**src/verilog/lpm_map.vh**
```
// Register offsets, field positions, reset values and timing counts of the power-mode controller
`ifndef LPM_MAP_VH
`define LPM_MAP_VH

// Register offsets (byte addresses, one 32-bit word each)
`define LPM_REG_CTRL      8'h00
`define LPM_REG_WAKE_CFG  8'h04
`define LPM_REG_STATUS    8'h08
`define LPM_REG_WDT_CTRL  8'h0C
`define LPM_REG_WDT_LOAD  8'h10
`define LPM_REG_WDT_CNT   8'h14
`define LPM_REG_PIN_CFG   8'h18
`define LPM_REG_MAILBOX   8'h1C
`define LPM_REG_GPIO_SEL  8'h20

// Mode request codes (CTRL[2:0] and MAILBOX[2:0])
`define LPM_REQ_NONE      3'h0
`define LPM_REQ_SUSP_ON   3'h1
`define LPM_REQ_SUSP_OFF  3'h2
`define LPM_REQ_STANDBY   3'h3

// Wake configuration bits
`define LPM_WCFG_CTS_POL  0

// Watchdog control bits
`define LPM_WDT_EN        0
`define LPM_WDT_INT_EN    1
`define LPM_WDT_WAKE_EN   2
`define LPM_WDT_RST_EN    3
`define LPM_WDT_EXT_CLK   4

// Reset values
`define LPM_WDT_LOAD_RST  16'h8000
`define LPM_PIN_CFG_RST   32'h0000_0000

// Transition timing: 1000 ns settle at 100 ns clock period
`define LPM_SETTLE_NS     1000
`define LPM_CLK_NS        100
`define LPM_SETTLE_CYC    ((`LPM_SETTLE_NS + `LPM_CLK_NS - 1) / `LPM_CLK_NS)

`endif
```
**src/verilog/lpm_ctrl.v**
```verilog
// Low-power mode controller with wake logic, watchdog and pin hold control
// Function
// [RULE1] Four low-power modes besides normal
// [RULE2] Normal mode runs processor clock and PLLs
// [RULE3] Suspend entered by firmware or mailbox
// [RULE4] Suspend wakes on USB, VBUS, CTS, ctrl0, reset
// [RULE5] Standby wakes on VBUS, CTS, ctrl0, reset
// [RULE6] Suspend with PHY on: PHY in U3, others stopped
// [RULE7] Suspend with PHY off: PHY off, PLLs off
// [RULE8] Suspend keeps RAM, registers, pins held
// [RULE9] Transfers finish before suspend entry
// [RULE10] Suspend wake keeps program counter
// [RULE11] Standby keeps registers and RAM only; IO_HOLD also holds the pins in standby
// [RULE12] Standby wake resets program counter, restarts core
// [RULE13] Standby stops oscillator, PLL, transceiver, core
// [RULE14] Core power-down loses all, needs reload
// [RULE15] Watchdog interrupts, wakes standby, resets core
// [RULE16] Watchdog counts 32 kHz, optional external
// [RULE17] Firmware may disable the watchdog
// [RULE18] Pins: high-Z, pull-up, pull-down, hold
// [RULE19] Unused interface pins usable as GPIO
// [RULE20] Wake sources synchronised and latched
// [RULE21] Entry requests ignored during transitions
`timescale 1ns/100ps
`default_nettype none
`include "lpm_map.vh"

module lpm_ctrl #(
  parameter WDT_W   = 16,   // Watchdog counter width
  parameter NPINS   = 16    // Number of configurable digital pins
) (
  input  wire              REF_CLK,
  input  wire              RST_B,
  input  wire              CLK_EN,
  input  wire [7:0]        ADDR,
  input  wire [31:0]       WDATA,
  input  wire              WR_STB,
  input  wire              RD_STB,
  output reg  [31:0]       RDATA,
  input  wire              DP_IN,
  input  wire              DM_IN,
  input  wire              ROLE_ID_CHG,
  input  wire              SS_RX_RESUME,
  input  wire              VBUS_DET,
  input  wire              UART_CTS,
  input  wire              PAR_CTRL0,
  input  wire              CORE_PWR_OK,
  input  wire              XFER_BUSY,
  input  wire              CLK32_INT,
  input  wire              CLK32_EXT,
  output wire              CPU_CLK_EN,
  output wire              PLL_EN,
  output wire              XTAL_EN,
  output wire              USB_XCVR_EN,
  output wire              SS_PHY_EN,
  output wire              SS_PHY_U3,
  output wire              CORE_PWR_EN,
  output wire              RAM_RETAIN,
  output wire              BUF_RETAIN,
  output wire              IO_HOLD,
  output wire              CPU_PC_RST,
  output wire              FW_RELOAD_REQ,
  output wire              WDT_IRQ,
  output wire [NPINS-1:0]  PIN_PULLUP_EN,
  output wire [NPINS-1:0]  PIN_PULLDN_EN,
  output wire [NPINS-1:0]  PIN_GPIO_SEL
);

  // One-hot mode states
  localparam [6:0] ST_NORMAL   = 7'h01;  // Full function
  localparam [6:0] ST_ENTER    = 7'h02;  // Settling into a low-power mode
  localparam [6:0] ST_SUSP_ON  = 7'h04;  // Suspend, SuperSpeed PHY in U3
  localparam [6:0] ST_SUSP_OFF = 7'h08;  // Suspend, SuperSpeed PHY off
  localparam [6:0] ST_STANDBY  = 7'h10;  // Standby
  localparam [6:0] ST_EXIT     = 7'h20;  // Clocks restarting after wake
  localparam [6:0] ST_PWR_DOWN = 7'h40;  // Core supply removed
  localparam integer SETTLE_INT = `LPM_SETTLE_CYC;  // Settle length in whole cycles
  localparam [3:0] SETTLE_CYC  = SETTLE_INT[3:0];  // Cut to the counter width on purpose

  // Mode flow in short:
  //   NORMAL -> ENTER -> SUSP_ON, SUSP_OFF or STANDBY -> EXIT -> NORMAL
  //   any settled mode -> PWR_DOWN when core supply goes, back to NORMAL when it returns
  // ENTER and EXIT both run a fixed settle count so that clocks and
  // supplies have time to stop or start before the next mode shows.
  // The count is short on purpose: a longer settle only costs latency
  // on wake, and the wake latches below keep events that arrive meanwhile.
  // Requests are only taken in NORMAL; anything written in another mode
  // is dropped rather than queued, so software must poll the status word.
  // Supply loss during ENTER or EXIT is acted on once the mode settles,
  // which keeps the transition counters simple at the cost of a few cycles.

  reg  [6:0]        state_ff;        // Current mode state
  reg  [6:0]        nxt_state;
  reg  [2:0]        target_ff;       // Mode being entered
  reg  [2:0]        nxt_target;
  reg  [3:0]        settle_ff;       // Transition settle counter
  reg  [3:0]        nxt_settle;
  reg               pc_rst_ff;       // Wake restarts execution
  reg               nxt_pc_rst;
  reg               reload_ff;       // Firmware reload needed
  reg               nxt_reload;
  reg  [2:0]        fw_req_ff;       // Firmware mode request
  reg  [2:0]        mbox_req_ff;     // External processor mailbox request
  reg               cts_pol_ff;      // CTS wake polarity
  reg  [4:0]        wdt_ctrl_ff;     // Watchdog control bits
  reg  [WDT_W-1:0]  wdt_load_ff;     // Watchdog reload value
  reg  [WDT_W-1:0]  wdt_cnt_ff;      // Watchdog down counter
  reg               wdt_irq_ff;      // Sticky watchdog interrupt
  reg  [31:0]       pin_cfg_ff;      // Two bits per pin: pull mode
  reg  [NPINS-1:0]  gpio_sel_ff;     // Pin used as GPIO
  reg  [NPINS-1:0]  pin_hold_ff;     // Pull state for hold; never loaded or read
  reg  [5:0]        sync1_ff;        // First synchroniser stage
  reg  [5:0]        sync2_ff;        // Second synchroniser stage
  reg  [5:0]        prev_ff;         // Last level for change detect
  reg  [5:0]        wake_lat_ff;     // Latched wake events
  reg  [2:0]        c32_sync_ff;     // 32 kHz clock sync and edge
  reg               wdt_wake_ff;     // Watchdog wake pending

  wire [5:0] raw_wake = {PAR_CTRL0, UART_CTS ^ ~cts_pol_ff, VBUS_DET,
                         SS_RX_RESUME, ROLE_ID_CHG, DP_IN ^ DM_IN};
  wire       low_power   = state_ff[2] | state_ff[3] | state_ff[4];
  wire       wr_hit      = CLK_EN & WR_STB;
  wire       c32_rise    = c32_sync_ff[1] & ~c32_sync_ff[2];
  wire       wdt_on      = wdt_ctrl_ff[`LPM_WDT_EN];
  wire       wdt_expire  = wdt_on & c32_rise & (wdt_cnt_ff == {WDT_W{1'b0}});

  // Decode one two-bit pull field
  function [1:0] pull_of;
    input [31:0] cfg;
    input integer idx;
    begin
      pull_of = cfg[2*idx +: 2];
    end
  endfunction

  // Wake events allowed in suspend and standby
  wire sus_wake = |wake_lat_ff;                                  // RULE4
  wire stb_wake = |wake_lat_ff[5:3] | wdt_wake_ff;               // RULE5

  // Wake source synchronisers and latches; latch keeps short pulses
  always @(posedge REF_CLK or negedge RST_B) begin
    if (!RST_B) begin
      sync1_ff    <= 6'h00;
      sync2_ff    <= 6'h00;
      prev_ff     <= 6'h00;
      wake_lat_ff <= 6'h00;
      c32_sync_ff <= 3'h0;
    end else if (CLK_EN) begin
      sync1_ff    <= raw_wake;                                   // RULE20
      sync2_ff    <= sync1_ff;
      prev_ff     <= sync2_ff;
      c32_sync_ff <= {c32_sync_ff[1:0],
                      wdt_ctrl_ff[`LPM_WDT_EXT_CLK] ? CLK32_EXT : CLK32_INT}; // RULE16
      if (state_ff[0])
        wake_lat_ff <= 6'h00;                                    // Clear on return to normal
      else begin
        // USB line change is an edge; role pin, SS resume and the others are levels
        wake_lat_ff <= wake_lat_ff |
          {sync2_ff[5:3], sync2_ff[2:1], sync2_ff[0] ^ prev_ff[0]}; // RULE20
      end
    end
  end

  // Mode state machine
  // The restart pulse is a single cycle; the core sees it on its first
  // cycle in NORMAL, after the whole EXIT settle, and starts from the reset vector.
  // A suspend wake leaves it low so execution carries on in place.
  always @* begin
    nxt_state  = state_ff;
    nxt_target = target_ff;
    nxt_settle = settle_ff;
    nxt_pc_rst = 1'b0;
    // Firmware acknowledges its reload by writing one to the status bit
    nxt_reload = reload_ff & ~(wr_hit && ADDR == `LPM_REG_STATUS && WDATA[1]); // RULE14
    case (state_ff)
      ST_NORMAL: begin
        if (!CORE_PWR_OK) begin
          nxt_state = ST_PWR_DOWN;                               // RULE14
        end else if (!XFER_BUSY && (fw_req_ff != `LPM_REQ_NONE ||
                                    mbox_req_ff != `LPM_REQ_NONE)) begin // RULE3 RULE9
          nxt_target = (fw_req_ff != `LPM_REQ_NONE) ? fw_req_ff : mbox_req_ff;
          nxt_state  = ST_ENTER;
          nxt_settle = SETTLE_CYC;
        end
      end
      ST_ENTER: begin
        // Further requests are not looked at here
        if (settle_ff != 4'h0)
          nxt_settle = settle_ff - 4'h1;                         // RULE21
        else begin
          case (target_ff)
            `LPM_REQ_SUSP_ON:  nxt_state = ST_SUSP_ON;           // RULE1
            `LPM_REQ_SUSP_OFF: nxt_state = ST_SUSP_OFF;          // RULE1
            `LPM_REQ_STANDBY:  nxt_state = ST_STANDBY;           // RULE1
            default:           nxt_state = ST_NORMAL;
          endcase
        end
      end
      ST_SUSP_ON, ST_SUSP_OFF: begin
        if (!CORE_PWR_OK)
          nxt_state = ST_PWR_DOWN;
        else if (sus_wake) begin
          nxt_state  = ST_EXIT;                                  // RULE4
          nxt_settle = SETTLE_CYC;
          nxt_pc_rst = 1'b0;                                     // RULE10
        end
      end
      ST_STANDBY: begin
        if (!CORE_PWR_OK)
          nxt_state = ST_PWR_DOWN;
        else if (stb_wake) begin
          nxt_state  = ST_EXIT;                                  // RULE5 RULE15
          nxt_settle = SETTLE_CYC;
        end
      end
      ST_EXIT: begin
        if (settle_ff != 4'h0)
          nxt_settle = settle_ff - 4'h1;
        else begin
          nxt_state  = ST_NORMAL;
          nxt_pc_rst = (target_ff == `LPM_REQ_STANDBY);          // RULE12
        end
      end
      ST_PWR_DOWN: begin
        nxt_reload = 1'b1;                                       // RULE14
        if (CORE_PWR_OK) begin
          nxt_state  = ST_NORMAL;
          nxt_pc_rst = 1'b1;
        end
      end
      default: nxt_state = ST_NORMAL;
    endcase
  end

  // State registers; hardware reset restarts execution
  always @(posedge REF_CLK or negedge RST_B) begin
    if (!RST_B) begin
      state_ff  <= ST_NORMAL;
      target_ff <= `LPM_REQ_NONE;
      settle_ff <= 4'h0;
      pc_rst_ff <= 1'b1;                                         // RULE10
      reload_ff <= 1'b1;
    end else if (CLK_EN) begin
      state_ff  <= nxt_state;
      target_ff <= nxt_target;
      settle_ff <= nxt_settle;
      // A watchdog core reset shares the restart pulse with the wakes
      pc_rst_ff <= nxt_pc_rst | (wdt_expire & wdt_ctrl_ff[`LPM_WDT_RST_EN]); // RULE15
      reload_ff <= nxt_reload;
    end
  end

  // Watchdog: counts 32 kHz edges, reloads on expiry
  // The slow clock is only sampled here, never used as a clock, so the
  // whole block stays in one domain; its edges must be well apart from
  // each other compared with the reference period.
  always @(posedge REF_CLK or negedge RST_B) begin
    if (!RST_B) begin
      wdt_cnt_ff  <= `LPM_WDT_LOAD_RST;
      wdt_irq_ff  <= 1'b0;
      wdt_wake_ff <= 1'b0;
    end else if (CLK_EN) begin
      if (!wdt_on) begin
        wdt_cnt_ff  <= wdt_load_ff;                              // RULE17
        wdt_wake_ff <= 1'b0;
      end else if (c32_rise) begin
        wdt_cnt_ff <= (wdt_cnt_ff == {WDT_W{1'b0}}) ? wdt_load_ff
                                                    : wdt_cnt_ff - 1'b1; // RULE16
      end
      // Set wins over the software clear
      if (wdt_expire && wdt_ctrl_ff[`LPM_WDT_INT_EN])
        wdt_irq_ff <= 1'b1;                                      // RULE15
      else if (wr_hit && ADDR == `LPM_REG_STATUS && WDATA[0])
        wdt_irq_ff <= 1'b0;
      if (wdt_expire && wdt_ctrl_ff[`LPM_WDT_WAKE_EN] && state_ff[4])
        wdt_wake_ff <= 1'b1;                                     // RULE15
      else if (state_ff[0])
        wdt_wake_ff <= 1'b0;
    end
  end

  // Register writes
  // Mode requests are refused outside NORMAL, which also keeps a second
  // request from landing while a transition runs.
  // Configuration words are writable in any mode; the core is stopped in
  // every low-power mode, so there only the external processor writes them.
  always @(posedge REF_CLK or negedge RST_B) begin
    if (!RST_B) begin
      fw_req_ff   <= `LPM_REQ_NONE;
      mbox_req_ff <= `LPM_REQ_NONE;
      cts_pol_ff  <= 1'b0;
      wdt_ctrl_ff <= 5'h00;
      wdt_load_ff <= `LPM_WDT_LOAD_RST;
      pin_cfg_ff  <= `LPM_PIN_CFG_RST;
      gpio_sel_ff <= {NPINS{1'b0}};
    end else if (CLK_EN) begin
      // Requests clear once taken into a transition
      if (state_ff[1]) begin
        fw_req_ff   <= `LPM_REQ_NONE;
        mbox_req_ff <= `LPM_REQ_NONE;
      end else if (wr_hit && ADDR == `LPM_REG_CTRL && state_ff[0])
        fw_req_ff <= WDATA[2:0];                                 // RULE3
      else if (wr_hit && ADDR == `LPM_REG_MAILBOX && state_ff[0])
        mbox_req_ff <= WDATA[2:0];                               // RULE3
      if (wr_hit && ADDR == `LPM_REG_WAKE_CFG)
        cts_pol_ff <= WDATA[`LPM_WCFG_CTS_POL];                  // RULE4
      if (wr_hit && ADDR == `LPM_REG_WDT_CTRL)
        wdt_ctrl_ff <= WDATA[4:0];                               // RULE17
      if (wr_hit && ADDR == `LPM_REG_WDT_LOAD)
        wdt_load_ff <= WDATA[WDT_W-1:0];
      if (wr_hit && ADDR == `LPM_REG_PIN_CFG)
        pin_cfg_ff <= WDATA;                                     // RULE18
      if (wr_hit && ADDR == `LPM_REG_GPIO_SEL)
        gpio_sel_ff <= WDATA[NPINS-1:0];                         // RULE19
    end
  end

  // Read data, one cycle after the strobe
  always @(posedge REF_CLK or negedge RST_B) begin
    if (!RST_B)
      RDATA <= 32'h0000_0000;
    else if (CLK_EN) begin
      RDATA <= 32'h0000_0000;
      if (RD_STB) begin
        case (ADDR)
          `LPM_REG_CTRL:     RDATA <= {29'h0, fw_req_ff};
          `LPM_REG_WAKE_CFG: RDATA <= {31'h0, cts_pol_ff};
          `LPM_REG_STATUS:   RDATA <= {17'h0, wake_lat_ff, state_ff, reload_ff, wdt_irq_ff};
          `LPM_REG_WDT_CTRL: RDATA <= {27'h0, wdt_ctrl_ff};
          `LPM_REG_WDT_LOAD: RDATA <= {{(32-WDT_W){1'b0}}, wdt_load_ff};
          `LPM_REG_WDT_CNT:  RDATA <= {{(32-WDT_W){1'b0}}, wdt_cnt_ff};
          `LPM_REG_PIN_CFG:  RDATA <= pin_cfg_ff;
          `LPM_REG_MAILBOX:  RDATA <= {29'h0, mbox_req_ff};
          `LPM_REG_GPIO_SEL: RDATA <= {{(32-NPINS){1'b0}}, gpio_sel_ff};
          default:           RDATA <= 32'h0000_0000;
        endcase
      end
    end
  end

  // Pin pull controls, decoded straight from the pin configuration word
  genvar gi;
  generate
    for (gi = 0; gi < NPINS; gi = gi + 1) begin : g_pin
      wire [1:0] pm = pull_of(pin_cfg_ff, gi);
      assign PIN_PULLUP_EN[gi] = pm == 2'h1;                     // RULE18
      assign PIN_PULLDN_EN[gi] = pm == 2'h2;                     // RULE18
      assign PIN_GPIO_SEL[gi]  = gpio_sel_ff[gi];                // RULE19
    end
  endgenerate

  // Clock, power and retention controls per mode
  // All of these decode the registered state or come straight from a flop, so they never glitch.
  // The CPU clock runs through ENTER and EXIT so the core can finish its
  // own hand-over and pick up the restart pulse.
  // Buffer retention is only claimed in suspend; standby may lose buffers.
  assign CPU_CLK_EN    = state_ff[0] | state_ff[1] | state_ff[5]; // RULE2 RULE6
  assign PLL_EN        = ~(low_power | state_ff[6]);             // RULE2 RULE7
  assign XTAL_EN       = ~(state_ff[4] | state_ff[6]);           // RULE13
  assign USB_XCVR_EN   = ~(state_ff[4] | state_ff[6]);           // RULE13
  assign SS_PHY_EN     = ~(state_ff[3] | state_ff[4] | state_ff[6]); // RULE7
  assign SS_PHY_U3     = state_ff[2];                            // RULE6
  assign CORE_PWR_EN   = ~(state_ff[4] | state_ff[6]);           // RULE13
  assign RAM_RETAIN    = ~state_ff[6];                           // RULE8 RULE11
  assign BUF_RETAIN    = state_ff[2] | state_ff[3];              // RULE8 RULE11
  assign IO_HOLD       = low_power;                              // RULE8 RULE18
  assign CPU_PC_RST    = pc_rst_ff;                              // RULE12
  assign FW_RELOAD_REQ = reload_ff;                              // RULE14
  assign WDT_IRQ       = wdt_irq_ff;                             // RULE15

endmodule // lpm_ctrl
`default_nettype wire

```
**config.mk**
```make
export PLATFORM = sky130hd
export DESIGN_NAME = lpm_ctrl
export DESIGN_NICKNAME = d
export VERILOG_FILES = /design/src/verilog/lpm_ctrl.v
export VERILOG_INCLUDE_DIRS = /design/src /design/src/verilog
export SDC_FILE = /design/constraint.sdc
export NUM_CORES = 1
export LEC_CHECK = 0
export BUFFER_PORTS_ARGS = -buffer_cell sky130_fd_sc_hd__buf_4
export CAP_MARGIN = 10
export CORE_MARGIN = 2
export CORE_UTILIZATION = 56
export CTS_CLUSTER_SIZE = 14
export DETAILED_ROUTE_END_ITERATION = 6
export PLACE_DENSITY_LB_ADDON = 0.12
export SLEW_MARGIN = 20
export SYNTH_ARGS = -nofsm -noshare
export SYNTH_HDL_FRONTEND = slang
export SYNTH_SLANG_ARGS = --single-unit
```
**constraint.sdc**
```tcl
create_clock -name REF_CLK -period 2.46 [get_ports REF_CLK]
set_clock_uncertainty 0.2 [all_clocks]
set_input_delay 0.492 -clock REF_CLK [delete_from_list [all_inputs] [get_ports REF_CLK]]
set_output_delay 0.492 -clock REF_CLK [all_outputs]
set_load 0.01 [all_outputs]
```
# Word level (Yosys, flattened, before mapping)
# Index checks and enable logic that the tools add are counted.
# totals
reg_bits	164
out_inout_bits	93
wordCells	201
# classes
n_addsub	2
n_eq_ne	66
mux	41
bitwise_logic	27
n_reduce_logical	44
# ops
cell	n
$pmux 32 s9	1
$mux 7	9
$mux 16	3
$pmux 7 s6	1
$eq 2x1->1 const B	16
$eq 2x2->1 const B	16
$eq 8x5->1 const B	4
$mux 32	1
$mux 4	7
$ne 2x2->1 const B	10
$mux 3	6
$reduce_and 2->1	9
$eq 8x4->1 const B	2
$logic_and 1x1->1	16
$logic_not 16->1	1
$pmux 4 s4	1
$sub 16x1->16 const B	1
$pmux 5 s3	1
$or 1x1->1	10
$mux 1	9
$ne 3x3->1 const B	3
$reduce_and 9->1	1
$eq 8x3->1 const B	1
$eq 8x6->1 const B	1
other kinds (30)	50

# Depth between registers and ports, before layout
# logic_depth
depth_word	8
ltp_mapped	9
depth_no_buf	8

# Least setup slack after synthesis
# No wires, ideal clock.
# synth_timing
path_type	input to register
startpoint	in ADDR[2]
endpoint	reg gpio_sel_ff[10] (netlist: PIN_GPIO_SEL[10])
setup_time_ns	0.125
t_arrival_ns	2.139
required_time_ns	2.135
setup_slack_ns	-0.004
stages	8
n_path_buf	4
path_cell_list	buf_6 > nor4_1 > and4b_1 > buf_2 > and2_1 > buf_2 > buf_2 > mux2_2
# synth_between
elab_chain_len	3
# synth_lines
element	line	text
start: declaration	lpm_ctrl.v:35	input wire [7:0] ADDR,
$eq 8x6->1	--	
$logic_and 1x1->1 (no line)	--	
$reduce_and 2->1 (no line)	--	
end signal: assignment	lpm_ctrl.v:295	gpio_sel_ff <= {NPINS{1'b0}};
end signal: assignment	lpm_ctrl.v:314	gpio_sel_ff <= WDATA[NPINS-1:0];
end: declaration	lpm_ctrl.v:110	reg [NPINS-1:0] gpio_sel_ff;
# Every way passes these cells.
# A chain may end at the register's enable or synchronous reset.

# Worst setup path in the final report
# layout_timing
startpoint	reg state_ff[3]
endpoint	out PLL_EN
# layout_between
elab_chain_len	4
# layout_lines
element	line	text
start: declaration	lpm_ctrl.v:92	reg [6:0] state_ff;
start signal: assignment	lpm_ctrl.v:244	state_ff <= nxt_state;
$or 1x1->1 (2 in a row)	lpm_ctrl.v:121	wire low_power = state_ff[2] | state_ff[3] | state_ff[4];
$or 1x1->1	lpm_ctrl.v:358	assign PLL_EN = ~(low_power | state_ff[6]);
$not 1->1	lpm_ctrl.v:358	
end: declaration	lpm_ctrl.v:52	output wire PLL_EN,
# Every way passes these cells.

==> results.toml <==
[routing]
detail-route-antenna-nets = 0
wl_per_cell_um = 19.4
first_iter_violations = 572
wl_um = 22300
vias = 6760
avgViaCountPerCell = 5.87
firstDrtPassIters = 7
drcViolationCount = 0

[clock_network]
cts_sinks = 164
clk_pin_slew_worst_paths_ps = 70
cts_root_buf = "clkbuf_16"
cts_tree = "yes"
cts.htree.levels = 4
clkLatencyLatePin_ps = 430
cts_buffers = 17
cts_max_path_buffers = 2

[logic_synthesis]
synth-xor-area-share_pct = 0.539
netlist_area_um2 = 8130
synth_top_area_cell = "dfrtp_1"
yosysUniqueCellTypes = 64
yosys_warnings = 0
synth_compound_area_share_pct = 13.1
seq_area_frac_synth_pct = 50.6
synthTopCellsByArea = "dfrtp_1 49%, mux2_2 14%, o21ai_0 4.1%"
ys_seq_elements = 164
synth-simple-area-share_pct = 15.3
synth_cells = 772
postSynth.asyncResetShare_pct = 100
synth_top_family_by_area = "multiplexers"
yosys-top-cells-count = "159 x dfrtp_1, 98 x mux2_2, 66 x o21ai_0"
synth_edf_count = 0
post_synth.cell_area_avg_um2 = 10.5
synth_ff_type = "dfrtp_1"
synth_top_cell_area_share_pct = 49.0
synth.most_common_cell = "dfrtp_1"
synth-adder-area-share_pct = 0.462
synth.area.mux_share_pct = 15.4
syn_nets = 831

[timing]
post-route-period-util_pct = 98.0
holdWs_ps = 94.5
setup_viol = 0
drv_slew = 0
tightest_slew_ps = 511
relSlewSlack_pct = 66.0
fmax_mhz = 415
hold_viol_final = 0
layout_min_cycle_time_ps = 2410
setup_tns_ps = 0

[power_and_ir_drop]
seqPwrFrac_pct = 43.4
clkPwrFrac_pct = 34.8
p_comb_share_pct = 21.8
p_int_w = 0.00515
swShare_pct = 30.5
total_leakage_power_nw = 4.95
power.total_w = 0.00740
p_switching_w = 0.00226
peakVddDrop_uv = 515
power_density_nw_per_um2 = 709

[floorplan]
fp.dieW_um = 124
die_height_um = 124
ioPinCount = 149
coreArea_um2 = 14400
die_area_um2 = 15500
initial_utilization_pct = 56.5
std_cell_rows = 44

[global_route]
grt_pass1_wl_um = 36100
grtUsageTotal_pct = 29.6
grt_start_max_net_pins = 52
overflow = 0
grt_pass1_vias = 6771
antenna_found_initial = 0

[placed_design]
dpl_cell_area_um2 = 9740
portBuffers = 148
dp.cells = 1111
dp_hpwl_um = 16400
gp_congestion = 0.909

[worst_setup_path]
reg2reg_slack_ps = 70
cp.required_ps = 1770
cp-endpoint = "PLL_EN"
startpoint = "state_ff[3]"
cp-start-kind = "register"
crit_type = "register to output pin"
r2r_end = "state_ff[3]"
crit_arrival_ps = 1720
r2r_cells = 6
crit_fanout = 4
r2r_start = "state_ff[4]"
crit_path_end_kind = "output pin"

[layout]
area_growth_pct = 28.4
final_cell_area_um2 = 10400
antenna_cells = 0
layout-drive-gt1-share_pct = 39.6
instances_no_fill = 1151
final_nets = 1013

[run_status]
status = "complete, no violations"

[run]
maxCapViolations = 0

[worst_hold_path]
hp-class = "primary input to register"
layout by cell type, fill, tap and decap left out, types with 5 or more instances in the layout:
cell       instances
buf_12             5
dfstp_2            5
buf_4            204
nor3_1            21
nor3_2             5
clkbuf_16         17
mux2_2            98
a21oi_1           34
nand2_1           65
inv_1             40
mux2i_1           10
a221oi_1           8
nand3_1           12
nor2_1            36
nor4_1             7
a21boi_0           5
dfrtp_1          155
o22ai_1           15
nor2b_1           42
inv_6              6
o21ai_0           64
a222oi_1           9
per-layer routing:
layer | track usage [%] | routed length (µm) | up-vias
met5 | 0 | 0 | -
met4 | 10.8 | 523 | 0
met3 | 6.70 | 1430 | 39
met2 | 48.5 | 11100 | 235
met1 | 38.8 | 9260 | 3352
li1 | - | - | 3134
worst max-delay path: stages (launching register included):
cell,delay (ps)
dfrtp_2,400
or4_4,550
buf_4,170
inv_4,60
buf_4,110
cell type report:
class	count	area, µm²
Inverter	41	156
Clock inverter	14	143
Multi-Input combinational cell	518	3690
Fill cell	1042	3940
Clock buffer	18	429
Tap cell	184	230
Timing Repair Buffer	212	1660
Sequential cell	164	4120
how the worst min path moves through the flow:
stage	startpoint	endpoint	slack [ps]	cells after the start
after floorplan	RST_B	PIN_GPIO_SEL[0]	-4	0
after global placement	RST_B	settle_ff[0]	270	1
after detailed placement	RST_B	settle_ff[2]	270	1
after CTS	ROLE_ID_CHG	sync1_ff[1]	80	2
after global routing	ROLE_ID_CHG	sync1_ff[1]	80	2
final	ROLE_ID_CHG	sync1_ff[1]	90	2
sequential cells by signal, summed over array words and instances, names as in the netlist, 3 cells and up:
name,count
sync2_ff,6
wdt_load_ff,16
wdt_ctrl_ff,5
c32_sync_ff,3
mbox_req_ff,3
wdt_cnt_ff,16
RDATA,32
pin_cfg_ff,32
sync1_ff,6
wake_lat_ff,6
state_ff,7
target_ff,3
fw_req_ff,3
settle_ff,4
PIN_GPIO_SEL,16
kinds of logic (layout without fill, tap and decap cells):
| group | Yosys count | after routing |
|---|---|---|
| AOI/OAI and AO/OA | 167 | 167 |
| xor gates and xnor gates | 5 | 5 |
| adders and majority gates | 3 | 3 |
| buffers and inverters | 90 | 285 |
| DFF | 164 | 164 |
| muxes | 110 | 110 |
| and+or+nand+nor | 233 | 233 |
power groups by stage:
| stage | combinational (W) | sequential, W | clock (W) |
|---|---|---|---|
| detailed placement | 0.00150 | 0.00326 | 0 |
| finish | 0.00161 | 0.00321 | 0.00258 |
| global route | 0.00177 | 0.00324 | 0.00274 |
| CTS | 0.00155 | 0.00320 | 0.00261 |
| global placement | 0.00147 | 0.00325 | 0 |
| floorplan | 0.000888 | 0.00316 | 0 |
timing repair:
item                                    CTS  global route
endpoints found under the setup margin    1             9
hold buffers                              1             0
pin swaps                                 0             3
resized for setup                         5            14
setup buffers                             3             4
endpoints found under the hold margin    45             0
stage by stage:
step           utilization (%)  setup slack, ps
6_report                  72.6             50.3
5_1_grt                   72.6            -25.4
4_1_cts                   72.0             18.9
3_5_place_dp              67.8            -15.4
3_3_place_gp              67.8             42.9
2_1_floorplan                -             59.6
(Power assumes the default switching activity.)
